File: src/design/standby_pkg.sv
// Package for the standby peripheral gating block
// Assumes a single 250 MHz system clock domain
package standby_pkg;
  // Clock period in ns
  localparam int CLK_PERIOD_NS = 4;
  // Standby mode encoding
  typedef enum logic [1:0] {
    MODE_RUN = 2'b00,
    MODE_LIGHT = 2'b01,
    MODE_DEEP = 2'b10
  } mode_t;
  // Edge mode register bit position of the filter bypass bit
  localparam int FILTER_BYPASS_POS = 2;
  localparam logic [3:0] EDGE_MODE_RESET = 4'h0;
  localparam int INTERVAL_LEN_DEFAULT = 16;
  // Count source selections of the peripherals
  typedef struct packed {
    logic tec_pin_src;
    logic clk_timer_sub_src;
  } src_sel_t;
  // Per-peripheral run enables
  typedef struct packed {
    logic cpu;
    logic main_osc;
    logic tec;
    logic gen_timer;
    logic clk_timer;
    logic interval;
  } gate_t;
endpackage

File: src/design/standby_peripheral_gating.sv
// Standby gating: decides which peripherals run in light and deep standby
// Assumes event pins are asynchronous and the requests/enables come from CLK logic
`timescale 1ns/1ps
`default_nettype none
module standby_peripheral_gating #(
  parameter int IRQ_NUM = 4,
  parameter int INTERVAL_LEN = standby_pkg::INTERVAL_LEN_DEFAULT
) (
  // Clock and reset
  input wire logic CLK,
  input wire logic RESET_N,
  // Standby entry requests from the CPU
  input wire logic ENTER_LIGHT,
  input wire logic ENTER_DEEP,
  // Configuration
  input wire standby_pkg::src_sel_t SRC_SEL,
  input wire logic [3:0] IRQ_ZERO_EDGE_MODE,
  // Peripheral interrupt requests and their enables
  input wire logic [IRQ_NUM-1:0] PERIPH_IRQ,
  input wire logic [IRQ_NUM-1:0] PERIPH_IRQ_EN,
  // External pins
  input wire logic EVENT_COUNT_PIN,
  input wire logic EXT_IRQ_ZERO,
  input wire logic EXT_IRQ_ONE,
  input wire logic EXT_IRQ_TWO,
  input wire logic EXT_IRQ_FOUR,
  // Status and gating outputs, with the clear inputs for the flags
  output var standby_pkg::mode_t MODE,
  output var standby_pkg::gate_t GATE,
  output logic [3:0] EXT_IRQ_FLAGS,
  input wire logic [3:0] EXT_IRQ_CLEAR,
  output logic INTERVAL_TIMER_REQUEST_FLAG,
  input wire logic INTERVAL_FLAG_CLEAR,
  output logic EVENT_COUNT_TICK
);
  import standby_pkg::*;

  // Pin synchronisers: two flops, then a third stage for edge detection
  logic [4:0] pins_in;
  logic [4:0] sync1_reg, sync2_reg, sync3_reg;
  assign pins_in = {EVENT_COUNT_PIN, EXT_IRQ_FOUR, EXT_IRQ_TWO, EXT_IRQ_ONE, EXT_IRQ_ZERO};
  always_ff @(posedge CLK or negedge RESET_N) begin
    if (!RESET_N) begin
      sync1_reg <= 5'h00;
      sync2_reg <= 5'h00;
      sync3_reg <= 5'h00;
    end else begin
      sync1_reg <= pins_in;
      sync2_reg <= sync1_reg;
      sync3_reg <= sync2_reg;
    end
  end
  logic [4:0] rise;
  assign rise = sync2_reg & ~sync3_reg;

  // Standby test shared by the gates, the filter and the checks
  function automatic logic is_standby(input mode_t m);
    return m != MODE_RUN;
  endfunction

  // Mode state machine
  mode_t mode_reg, mode_next;
  logic wake;
  // Pending pin flags count as enabled requests, so an old edge wakes at once
  assign wake = |(PERIPH_IRQ & PERIPH_IRQ_EN) | (|(EXT_IRQ_FLAGS));
  always_comb begin
    mode_next = mode_reg;
    unique case (mode_reg)
      MODE_RUN: begin
        if (ENTER_DEEP) begin
          mode_next = MODE_DEEP;
        end else if (ENTER_LIGHT) begin
          mode_next = MODE_LIGHT;
        end
      end
      MODE_LIGHT, MODE_DEEP: begin
        if (wake) begin
          mode_next = MODE_RUN;
        end
      end
      default: mode_next = MODE_RUN;
    endcase
  end

  // Gate computation; reset leaves standby via the async reset
  gate_t gate_next;
  logic in_sb, in_deep;
  assign in_sb = is_standby(mode_next);
  assign in_deep = (mode_next == MODE_DEEP);
  always_comb begin
    gate_next.cpu = !in_sb;
    gate_next.main_osc = !in_deep;
    gate_next.tec = in_deep ? SRC_SEL.tec_pin_src : 1'b1;
    gate_next.gen_timer = !in_deep;
    gate_next.clk_timer = in_deep ? SRC_SEL.clk_timer_sub_src : 1'b1;
    gate_next.interval = !in_deep;
  end

  // Interrupt zero is only live in standby when its filter is bypassed
  logic zero_live;
  assign zero_live = !is_standby(mode_reg) || IRQ_ZERO_EDGE_MODE[FILTER_BYPASS_POS];
  logic [3:0] flags_next;
  logic [3:0] flag_set;
  assign flag_set = {rise[3], rise[2], rise[1], rise[0] & zero_live};
  // Set wins over clear so a coinciding edge is not lost
  always_comb begin
    flags_next = (EXT_IRQ_FLAGS & ~EXT_IRQ_CLEAR) | flag_set;
  end

  // Interval timer: counts only when its gate is open
  logic [15:0] ivl_cnt_reg, ivl_cnt_next;
  logic ivl_flag_next;
  logic ivl_hit;
  assign ivl_hit = GATE.interval && (ivl_cnt_reg == 16'(INTERVAL_LEN - 1));
  always_comb begin
    ivl_cnt_next = ivl_cnt_reg;
    if (GATE.interval) begin
      ivl_cnt_next = ivl_hit ? 16'h0000 : ivl_cnt_reg + 16'h0001;
    end
    ivl_flag_next = ivl_hit | (INTERVAL_TIMER_REQUEST_FLAG & ~INTERVAL_FLAG_CLEAR);
  end

  // Event tick for the timer/event counter, gated by its enable
  logic tick_next;
  assign tick_next = GATE.tec && SRC_SEL.tec_pin_src && rise[4];

  // State registers; outputs come straight from flops
  always_ff @(posedge CLK or negedge RESET_N) begin
    if (!RESET_N) begin
      mode_reg <= MODE_RUN;
      GATE <= '1;
      EXT_IRQ_FLAGS <= 4'h0;
      ivl_cnt_reg <= 16'h0000;
      INTERVAL_TIMER_REQUEST_FLAG <= 1'b0;
      EVENT_COUNT_TICK <= 1'b0;
    end else begin
      mode_reg <= mode_next;
      GATE <= gate_next;
      EXT_IRQ_FLAGS <= flags_next;
      ivl_cnt_reg <= ivl_cnt_next;
      INTERVAL_TIMER_REQUEST_FLAG <= ivl_flag_next;
      EVENT_COUNT_TICK <= tick_next;
    end
  end
  assign MODE = mode_reg;

  // Assertions: gates follow the mode register, so they are checked against it
  a_deep_osc_off: assert property (@(posedge CLK) disable iff (!RESET_N)
    (mode_reg == MODE_DEEP) |-> !GATE.main_osc && !GATE.gen_timer)
    else $error("oscillator or timer running in deep standby");
  a_light_cpu_off: assert property (@(posedge CLK) disable iff (!RESET_N)
    (mode_reg == MODE_LIGHT) |-> !GATE.cpu && GATE.main_osc)
    else $error("light standby gating wrong");
  a_deep_tec_src: assert property (@(posedge CLK) disable iff (!RESET_N)
    (mode_reg == MODE_DEEP) |-> GATE.tec == $past(SRC_SEL.tec_pin_src))
    else $error("event counter gate wrong in deep standby");
  a_light_tec_on: assert property (@(posedge CLK) disable iff (!RESET_N)
    (mode_reg == MODE_LIGHT) |-> GATE.tec && GATE.clk_timer)
    else $error("counter or clock timer stopped in light standby");
  a_deep_clk_src: assert property (@(posedge CLK) disable iff (!RESET_N)
    (mode_reg == MODE_DEEP) |-> GATE.clk_timer == $past(SRC_SEL.clk_timer_sub_src))
    else $error("clock timer gate wrong in deep standby");
  a_deep_entry: assert property (@(posedge CLK) disable iff (!RESET_N)
    (mode_reg == MODE_RUN && ENTER_DEEP) |=> mode_reg == MODE_DEEP)
    else $error("deep standby request not taken");
  a_light_hold: assert property (@(posedge CLK) disable iff (!RESET_N)
    (mode_reg == MODE_LIGHT && !wake) |=> mode_reg == MODE_LIGHT)
    else $error("light standby left without a release");
  a_run_gates_open: assert property (@(posedge CLK) disable iff (!RESET_N)
    !is_standby(mode_reg) |-> &GATE)
    else $error("a gate closed in run mode");
  a_tick_gated: assert property (@(posedge CLK) disable iff (!RESET_N)
    (!GATE.tec || !SRC_SEL.tec_pin_src) |=> !EVENT_COUNT_TICK)
    else $error("event tick while the counter is held");

  // Flag checks: edges on one, two and four must land; interrupt zero must land when bypassed and stay clear in standby with its filter selected
  a_irq_one_set: assert property (@(posedge CLK) disable iff (!RESET_N)
    rise[1] |=> EXT_IRQ_FLAGS[1])
    else $error("interrupt one edge lost");
  a_irq_two_set: assert property (@(posedge CLK) disable iff (!RESET_N)
    rise[2] |=> EXT_IRQ_FLAGS[2])
    else $error("interrupt two edge lost");
  a_irq_four_set: assert property (@(posedge CLK) disable iff (!RESET_N)
    rise[3] |=> EXT_IRQ_FLAGS[3])
    else $error("interrupt four edge lost");
  a_irq_zero_filt: assert property (@(posedge CLK) disable iff (!RESET_N)
    (is_standby(mode_reg) && !IRQ_ZERO_EDGE_MODE[FILTER_BYPASS_POS] && !EXT_IRQ_FLAGS[0])
    |=> !EXT_IRQ_FLAGS[0])
    else $error("interrupt zero active with filter selected");
  a_zero_bypass_set: assert property (@(posedge CLK) disable iff (!RESET_N)
    (rise[0] && IRQ_ZERO_EDGE_MODE[FILTER_BYPASS_POS]) |=> EXT_IRQ_FLAGS[0])
    else $error("interrupt zero edge lost with filter bypassed");
  a_wake_release: assert property (@(posedge CLK) disable iff (!RESET_N)
    (is_standby(mode_reg) && |(PERIPH_IRQ & PERIPH_IRQ_EN)) |=> mode_reg == MODE_RUN)
    else $error("enabled request did not release standby");
  a_flag_wake: assert property (@(posedge CLK) disable iff (!RESET_N)
    (is_standby(mode_reg) && |EXT_IRQ_FLAGS) |=> mode_reg == MODE_RUN)
    else $error("pending pin flag did not release standby");

  // Interval timer checks
  a_ivl_deep_hold: assert property (@(posedge CLK) disable iff (!RESET_N)
    (!GATE.interval) |=> $stable(ivl_cnt_reg))
    else $error("interval timer ran in deep standby");
  a_ivl_flag_set: assert property (@(posedge CLK) disable iff (!RESET_N)
    ivl_hit |=> INTERVAL_TIMER_REQUEST_FLAG)
    else $error("interval flag not set at the interval");
  a_ivl_sticky: assert property (@(posedge CLK) disable iff (!RESET_N)
    (INTERVAL_TIMER_REQUEST_FLAG && !INTERVAL_FLAG_CLEAR)
    |=> INTERVAL_TIMER_REQUEST_FLAG)
    else $error("interval flag dropped without a clear");
endmodule
`default_nettype wire

File: config.mk
export PLATFORM = sky130hd
export DESIGN_NAME = standby_peripheral_gating
export DESIGN_NICKNAME = d
export VERILOG_FILES = /design/src/design/standby_pkg.sv /design/src/design/standby_peripheral_gating.sv
export SDC_FILE = /design/constraint.sdc
export NUM_CORES = 1
export LEC_CHECK = 0
export ABC_AREA = 1
export BUFFER_PORTS_ARGS = -buffer_cell sky130_fd_sc_hd__buf_2
export CAP_MARGIN = 15
export CORE_UTILIZATION = 57
export CTS_CLUSTER_SIZE = 20
export DETAILED_ROUTE_END_ITERATION = 7
export PLACE_DENSITY = 0.88
export SYNTH_ARGS = -nofsm -noshare
export SYNTH_HDL_FRONTEND = slang
export SYNTH_SLANG_ARGS = --single-unit
File: constraint.sdc
create_clock -name CLK -period 2.48 [get_ports CLK]
set_clock_uncertainty 0.2 [all_clocks]
set_input_delay 0.248 -clock CLK [delete_from_list [all_inputs] [get_ports CLK]]
set_output_delay 0.248 -clock CLK [all_outputs]
set_load 0.1 [all_outputs]
Yosys cells after proc, flatten, opt, wreduce, memory -nomap -nowiden
Cells that the tools add are included.
{ "totals": {"reg_bits": 43, "output_inout_bits": 14} }
{ "classes": {"reduce_logical": 13, "muxes": 7, "add_sub_neg": 1, "eq_ne": 4, "bitwise": 11} }
{ "ops": {"columns": ["cell", "count"], "rows": [
  ["$add 16x1->16 const B", 1],
  ["$eq 16x4->1 const B", 1],
  ["$mux 16", 1],
  ["$and 4x4->4", 2],
  ["$reduce_or 4->1", 2],
  ["$mux 2", 3],
  ["$and 5x5->5", 1],
  ["$not 5->5", 1],
  ["$eq 2x2->1 const B", 2],
  ["$not 4->4", 1],
  ["$or 4x4->4", 1],
  ["$pmux 2 s2", 1],
  ["$reduce_bool 2->1", 2],
  ["$logic_and 1x1->1", 3],
  ["$logic_not 1->1", 3],
  ["$and 1x1->1", 2],
  ["$eq 2x1->1 const B", 1],
  ["$logic_not 2->1", 1],
  ["$mux 1", 2],
  ["$or 1x1->1", 2],
  ["$reduce_or 2->1", 1],
  ["$logic_or 1x1->1", 1],
  ["$not 1->1", 1]
]} }

Logic depth before layout (Yosys ltp)
Gate-level depths: netlist (run 1).
{ "logic_depth": {"word_depth": 7, "depth_mapped": 9, "ltp_nobuf": 9} }

Worst setup path before layout (run 1)
No wires, ideal clock.
{ "synth_path": {"path_type": "register to register", "startpoint": "register mode_reg[1] (netlist: MODE[1])", "endpoint": "register GATE[0] in the netlist's numbering", "n_path_buf": 0, "period_less_slack_ps": 2123, "arrival_time_ps": 1839, "stages_incl_launch_ff": 8, "path_slack_ps": 357, "path_cell_list": "dfrtp_1 inv_1 ha_1 nand2_1 inv_1 nand3_1 a21oi_1 nand2_1"} }
{ "synth_rtl": {"columns": ["element", "line", "text"], "rows": [
  ["start, declared", "standby_peripheral_gating.sv:62", "mode_t mode_reg, mode_next;"],
  ["start signal, assigned", "standby_peripheral_gating.sv:137", "mode_reg <= mode_next;"],
  ["end signal, assigned", "standby_peripheral_gating.sv:138", "GATE <= gate_next;"],
  ["end, declared", "standby_peripheral_gating.sv:29", "output var standby_pkg::gate_t GATE,"]
]} }

==> results list, run 1 <==
- Tightest Hold Check Type: primary input to flip-flop
- In this run, synthesis produced a sequential element count of 43.
* Number of sinks driven by the clock tree: 43
- For this configuration, the core starts out at a cell density of 61.4%.
- Final period utilization: 83.8%
* Cells traversed along the worst timing path: buf_2
- In this run, the combinational gates consume 37.7% of the power.
* H-tree lvl count: 2
* Filler cell count in the final layout: 229
- IR Drop Worst-Case VDD: 0.584 mV
* Adder-cell area share of the yosys netlist: 1.96%
- Vertical die dimension: 60.0 µm
- Summing all multi-input logic gate instances after layout gives 643 µm².
* Dominant combinational cell family by area after synthesis: simple AND/OR/NAND/NOR gates
* Synthesized-area fraction occupied by xor and xnor cells: 1.37%
- Flip-flop count of the largest register after layout: 16
* Relative max-transition margin: 40.2%
- The wire-length estimate of the detail-placed layout is 2.57 mm.
* Global-route wire length before repair: 6.52 mm
- Clock latency on the worst-skew pair, taken at its later pin, is 370 ps.
* Number of distinct library cells after synthesis: 23
- Summed over all layers, the routed wires come to 3.77 mm.
- Cell family contributing the most delay on the critical path: flip-flops
- In the synthesized netlist, mux cells make up 0% of the area.
- Ports: 42
- Cells fill 75.5% of the core in the end.
- The synthesized netlist occupies a cell area of 0.00192 mm².
* TritonCTS buffer count: 5
- Leading cell type in the layout, fill and taps excluded: nand2_1
- Antenna-violating nets left: 0
* Critical path's largest stage delay: 770 ps
- For this run, design rule violations remaining after detail routing come to 0.
- The routed design could run at a clock period as short as 2080 ps.
* Final weighted congestion in routability-driven placement: 0.847
- Worst slew pin tran: 896 ps
- Main area contributors after synthesis: dfrtp_1 51%, nand2_1 11%, inv_1 8.6%
* Pre-Repair DR Iteration Count: 4
* Synthesis-to-layout area growth: 23.1%
- Net count after synthesis: 252
* Outcome: finished clean
* Std-Cell Rows: 20
- Number of buffers and inverters on the critical path: 1
* Synthesized instance count: 221
* Net switching component of the power: 0.00104 W
- STA puts the critical path data arrival time at 1630 ps.
- Global routing consumed, over all layers together, 25.8% of the routing resources.
- Standby leakage power: 1.27 nW
* Highest fanout seen on the critical path: 20
- TritonCTS built the clock tree.
- Startpoint Class: flip-flop
* Warnings from Yosys: 0
* Clock Power Share: 19.9%
* Internal power: 0.00123 W
* Max Clock Freq: 481 MHz
- Hold violation total from the final report: 0
- Share of power burned in registers: 42.4%
- Die outline width: 60.0 µm
- Fraction of final layout cells with drive strength greater than 1: 21.3%
* CP Data Required Time: 2030 ps
- Clock root buffer: clkbuf_4
- On the critical path, the stage with the largest delay is an instance of dfstp_2.
* Vias in the first global route: 1551
- After floorplanning, the core was sized to cover 0.00313 mm².
* Leading cell types in the layout, fill and taps excluded: 57 x nand2_1, 44 x inv_1, 39 x dfrtp_1
- Setup violations remaining at the end of the flow were counted as 0.
- Clock edge transition at the registers on the reported setup and hold paths: 130 ps
* Area of the die: 0.00360 mm²
- 0 antenna diodes ended up in the layout.
* # Max-Cap Violations: 0
* Initial antenna violation count: 0
* Worst setup path class: flip-flop to primary output
* RSZ-0062 raised after global routing: no
- Number of vias per cell after detailed routing: 5.00
- Number of buffer cells added on primary ports: 38
- Share of the yosys chip area belonging to registers: 56.3%
- In this run switching power makes up 45.8% of total power.
- Cell type with the highest aggregate area in the netlist: dfrtp_1
- Total number of vias: 1604
* Simple-gate share of the synthesized area: 25.4%
* Fin Setup TNS: 0 ps
- Avg Inst Size Synth: 8.68 µm²
- The longest clock path from root to sink contains 2 buffers.
- Dividing the detail-routed wire length by the instance count gives 11.7 µm.
- Of the post-synthesis cell area, the dominant cell type holds 50.8%.
- For this design the ratio of total power to cell area is 958 mW/mm².
- Number of cells upsized or downsized after cts: 0
* Nets: 307
- Initial drt markers: 80
- Summing the areas of all compound-gate instances in the mapped netlist gives 4.76% of the synthesized area.
- Sequential cell area in the final layout: 0.00108 mm²
- Pin count of the biggest net entering global routing: 44
* Critical Path End Type: primary output
* Remaining global-route overflow: 0
* Max-slew violation count: 0
==> layer usage <==
metal	GRT usage (%)	vias up	wire length (µm)
li1	-	792	-
met1	27.6	760	1460
met2	45.4	40	2010
met3	10.4	12	208
met4	9.97	0	94
met5	0	-	0
==> final timing paths <==
path	startpoint	to	slack, ps	cells after the start
max in group asynchronous	RESET_N	ivl_cnt_reg[10]	1190	2
min	ENTER_LIGHT	MODE[1]	60	4
max reg2reg	MODE[0]	EXT_IRQ_FLAGS[0]	600	5
max	GATE[0]	GATE[4]	400	1
min in group asynchronous	RESET_N	MODE[0]	330	2
min reg2reg	sync1_reg[1]	sync2_reg[1]	160	0
==> metrics by stage <==
stage	area (µm²)	cells	setup WS (ps)	hold WS, ps	power, W
3_3_place_gp	2140	299	804	132	0.00177
5_1_grt	2360	321	332	90.9	0.00240
3_5_place_dp	2140	299	749	138	0.00180
6_report	2360	321	402	55.1	0.00226
2_1_floorplan	1920	221	357	-248	0.00166
4_1_cts	2360	321	402	46.0	0.00226
==> power by group through the flow <==
stage               sequential (W)  combinational [W]  clock (W)
floorplan                  0.00124           0.000413          0
global placement          0.000963           0.000803          0
detailed placement        0.000968           0.000831          0
CTS                       0.000956           0.000850   0.000458
global route              0.000979           0.000927   0.000491
finish                    0.000959           0.000854   0.000450
==> Yosys cell counts (all sizes together) <==
cell and instances:
inv 45, nand2 59, a21oi 2, o22ai 3
xor2 3, nor2 16, dfrtp 39, ha 3
nand3 18, nor3 5, clkbuf 1, o21ai 8
dfstp 4, buf 3, nand4 8, nor2b 1
o21a 1, o211ai 2
==> cell type report <==
| class | count | area share, % |
|---|---|---|
| Multi-Input combinational cell | 129 | 27.2 |
| Sequential cell | 43 | 45.8 |
| Inverter | 45 | 7.15 |
| Timing Repair Buffer | 52 | 14.0 |
| Tap cell | 44 | 2.33 |
| Clock buffer | 5 | 1.59 |
| Clock inverter | 3 | 1.96 |
==> logic make-up (layout without fill, tap and decap cells) <==
family	Yosys count	count (layout)
flops	43	43
buf+inv	49	105
compound gates	16	16
simple gates	107	107
fa+ha+maj	3	3
xor+xnor	3	3
==> timing repair <==
item                                   in CTS  in global routing
hold buffers                               14                  0
setup buffers                               0                  0
endpoints found under the hold margin      52                  0
Power figures use the tool's default switching activity.
==> run 2, diff against run 1 <==
- CORE_UTILIZATION: 57 -> 53
- PLACE_DENSITY: 0.88 -> 0.83
- clock period: 2.48 -> 2.1 ns (I/O delays scaled with it)
==> results list, run 2 (synthesized netlist as in run 1, its figures left out) <==
- The smallest clock period supported by the final layout is computed as 1930 ps.
- Remaining global-route overflow: 0 (unchanged)
- The worst setup path is captured at a primary output.
- The sum of negative setup slack is 0 ps (unchanged).
- TritonCTS built the clock tree.
- Worst setup path start: GATE[0]
* Arrival time at the worst endpoint: 1520 ps (-110 ps)
- Pin count of the biggest net entering global routing: 21 (-52%)
* Pre-Repair DR Iteration Count: 4 (unchanged)
- The standard cell core area came to 0.00342 mm² (+9.2%).
- Clock edge transition at the registers on the reported setup and hold paths: 120 ps (about the same)
* Cell Count Post-Placement: 304 (+1.7%)
- Nets: 310 (+0.98%)
* Cells traversed along the worst timing path: buf_2
- The total vias in the final route is 1553 (-3.2%).
* Initial Utilization: 56.2% (-5.2 points)
- The width of the die was 62.2 µm (+3.6%).
- The global-route wire length before repair is 6.49 mm (-0.43%).
- Total track usage: 21.8% (-4.1 points)
- Tightest Hold Check Type: primary input to flip-flop
* Power density cells: 1090 mW/mm² (+14%)
- Antenna-violating nets left: 0 (unchanged)
- Setup Viol. Count Final: 0 (unchanged)
- Vertical die dimension: 62.2 µm (+3.6%)
- The insertion delay of the later-clocked pin in the worst-skew pair is 360 ps (about the same).
- The remaining design rule violation count was 0 (unchanged).
- Startpoint Class: flip-flop
* Setup Fix Bufs, Post-CTS: 0 (unchanged)
- The total of cells resized after clock tree synthesis is 0 (unchanged).
- CP Data Required Time: 1690 ps (-340 ps)
- Setup repair after global routing left no endpoint under its margin.
* CTS hold repair buffers: 14 (unchanged)
- Number of cells on the worst reg-to-reg path: 5 (unchanged)
* Flip-flop count of the largest register after layout: 16 (unchanged)
- In the layout the commonest cells are 57 x nand2_1, 44 x inv_1, 38 x dfrtp_1, 38 x buf_2, 16 x nand3_1.
* Worst setup path class: flip-flop to primary output
* Vias in the first global route: 1537 (-0.90%)
* Worst slew pin tran: 498 ps (-398 ps)
- Synthesis-to-layout area growth: 23.6%
- The number of diodes was 0 (unchanged).
- Hold violation total from the final report: 0 (unchanged)
- Cell family contributing the most delay on the critical path: flip-flops
- Worst reg2reg endpoint: EXT_IRQ_FLAGS[0]
* Count of non-filler cells in the finished layout: 326 (+1.6%)
- Relative max-transition margin: 67.0% (+27 points)
- Clock Path Buffers: 2 (unchanged)
- The initial antenna violation count is 0 (unchanged).
- Cell count of the worst hold path: 4 (unchanged)
* Number of buffer cells added on primary ports: 38 (unchanged)
- The stage delay of the slowest cell on the critical path is 690 ps (-80 ps).
- The worst voltage drop across the vdd grid came to 0.579 mV (-0.91%).
* Standby leakage power: 1.27 nW (+0.43%)
- The final RePlAce weighted congestion was 0.834 (-1.5%).
- The fraction of layout cells with a size suffix above 1 came to 22.5% (+1.2 points).
- Post-DP HPWL: 2.65 mm (+3.1%)
- Leaving out fill and tap cells, the most frequent cell in the layout is nand2_1.
- The clock net sink count came to 43 (unchanged).
* Register-to-register setup slack: 240 ps (-360 ps)
- Capture endpoint of the worst hold path: MODE[1]
- Area of the die: 0.00387 mm² (+7.3%)
- The finished layout cell area is 0.00237 mm² (+0.42%).
- Total Wirelength: 3.71 mm (-1.5%)
* Initial drt markers: 74 (-7.5%)
- Clock root buffer: clkbuf_4
- The critical path buffer and inverter count came to 1 (unchanged).
- The maximum fanout count along the critical path is 14 (-30%).
* H-tree lvl count: 2 (unchanged)
* Number of vias per cell after detailed routing: 4.76 (-4.7%)
- Timing would allow up to 518 MHz.
* TritonCTS buffer count: 5 (unchanged)
- Ports: 42 (unchanged)
* Average routed wire per standard cell: 11.4 µm (-3.0%)
- # Max-Cap Violations: 0 (unchanged)
- The largest individual stage delay along the critical path comes from the cell dfstp_2.
- The total cell area at the placement stage came to 0.00216 mm² (+1.2%).
- Final period utilization: 91.9%
- Outcome: finished clean
- In this run the critical register-to-register path is launched from MODE[0].
* Std-Cell Rows: 21 (+5.0%)
* Max-slew violation count: 0 (unchanged)
- In this run the most critical hold path is launched from ENTER_LIGHT.
-- run 2: cell types whose count changed in the layout (fill, tap and decap cells not counted), sizes merged --
cell | previous run | this run
buf | 38 | 41
bufinv | 1 | 0
clkbuf | 5 | 6
clkinv | 0 | 1
inv | 46 | 45
-- run 2: worst max-delay path by stage --
stage / endpoint / slack [ps] / cells past startpoint
floorplan: GATE[0] / 3 / 7
global placement: ivl_cnt_reg[3] / 480 / 4
detailed placement: ivl_cnt_reg[3] / 460 / 4
CTS: GATE[4] / 150 / 1
global route: EXT_IRQ_FLAGS[0] / 90 / 5
finish: GATE[4] / 170 / 1
-- run 2: power by group --
part	internal [W]	total, W	switching (W)	leakage [nW]
clock network	0.000165	0.000434	0.000269	0.0345
registers	0.000978	0.00112	0.000144	0.530
logic	0.000230	0.00103	0.000799	0.710
-- run 2: layer usage --
layer  global-route usage (%)  share of wire (%)  up-vias  wire length [µm]
li1                         -                  -      797                 -
met3                     5.70                3.5       12               131
met4                     9.59                2.8        0               105
met2                     38.6                 49       36              1830
met1                     24.5                 44      708              1640
met5                        0                  0        -                 0
-- run 2: per-stage QoR --
stage	hold WS [ps]	total power, W	utilization, %	setup slack (ps)
after global placement	-35.2	0.00211	63.4	484
after floorplan	-286	0.00196	-	2.65
after global routing	20.4	0.00273	69.5	92.3
after CTS	20.9	0.00260	69.5	155
final	37.2	0.00259	69.5	170
after detailed placement	-27.1	0.00214	63.4	458
-- run 2: cell type report --
| type | count | area [µm²] |
|---|---|---|
| sequential | 43 | 1080 |
| fill | 275 | 1040 |
| multi-input combinational | 129 | 643 |
| timing repair buffer | 55 | 353 |
| inverter | 45 | 169 |
| tap | 46 | 57.6 |
| clock buffer | 6 | 51.3 |
| clock inverter | 2 | 16.3 |
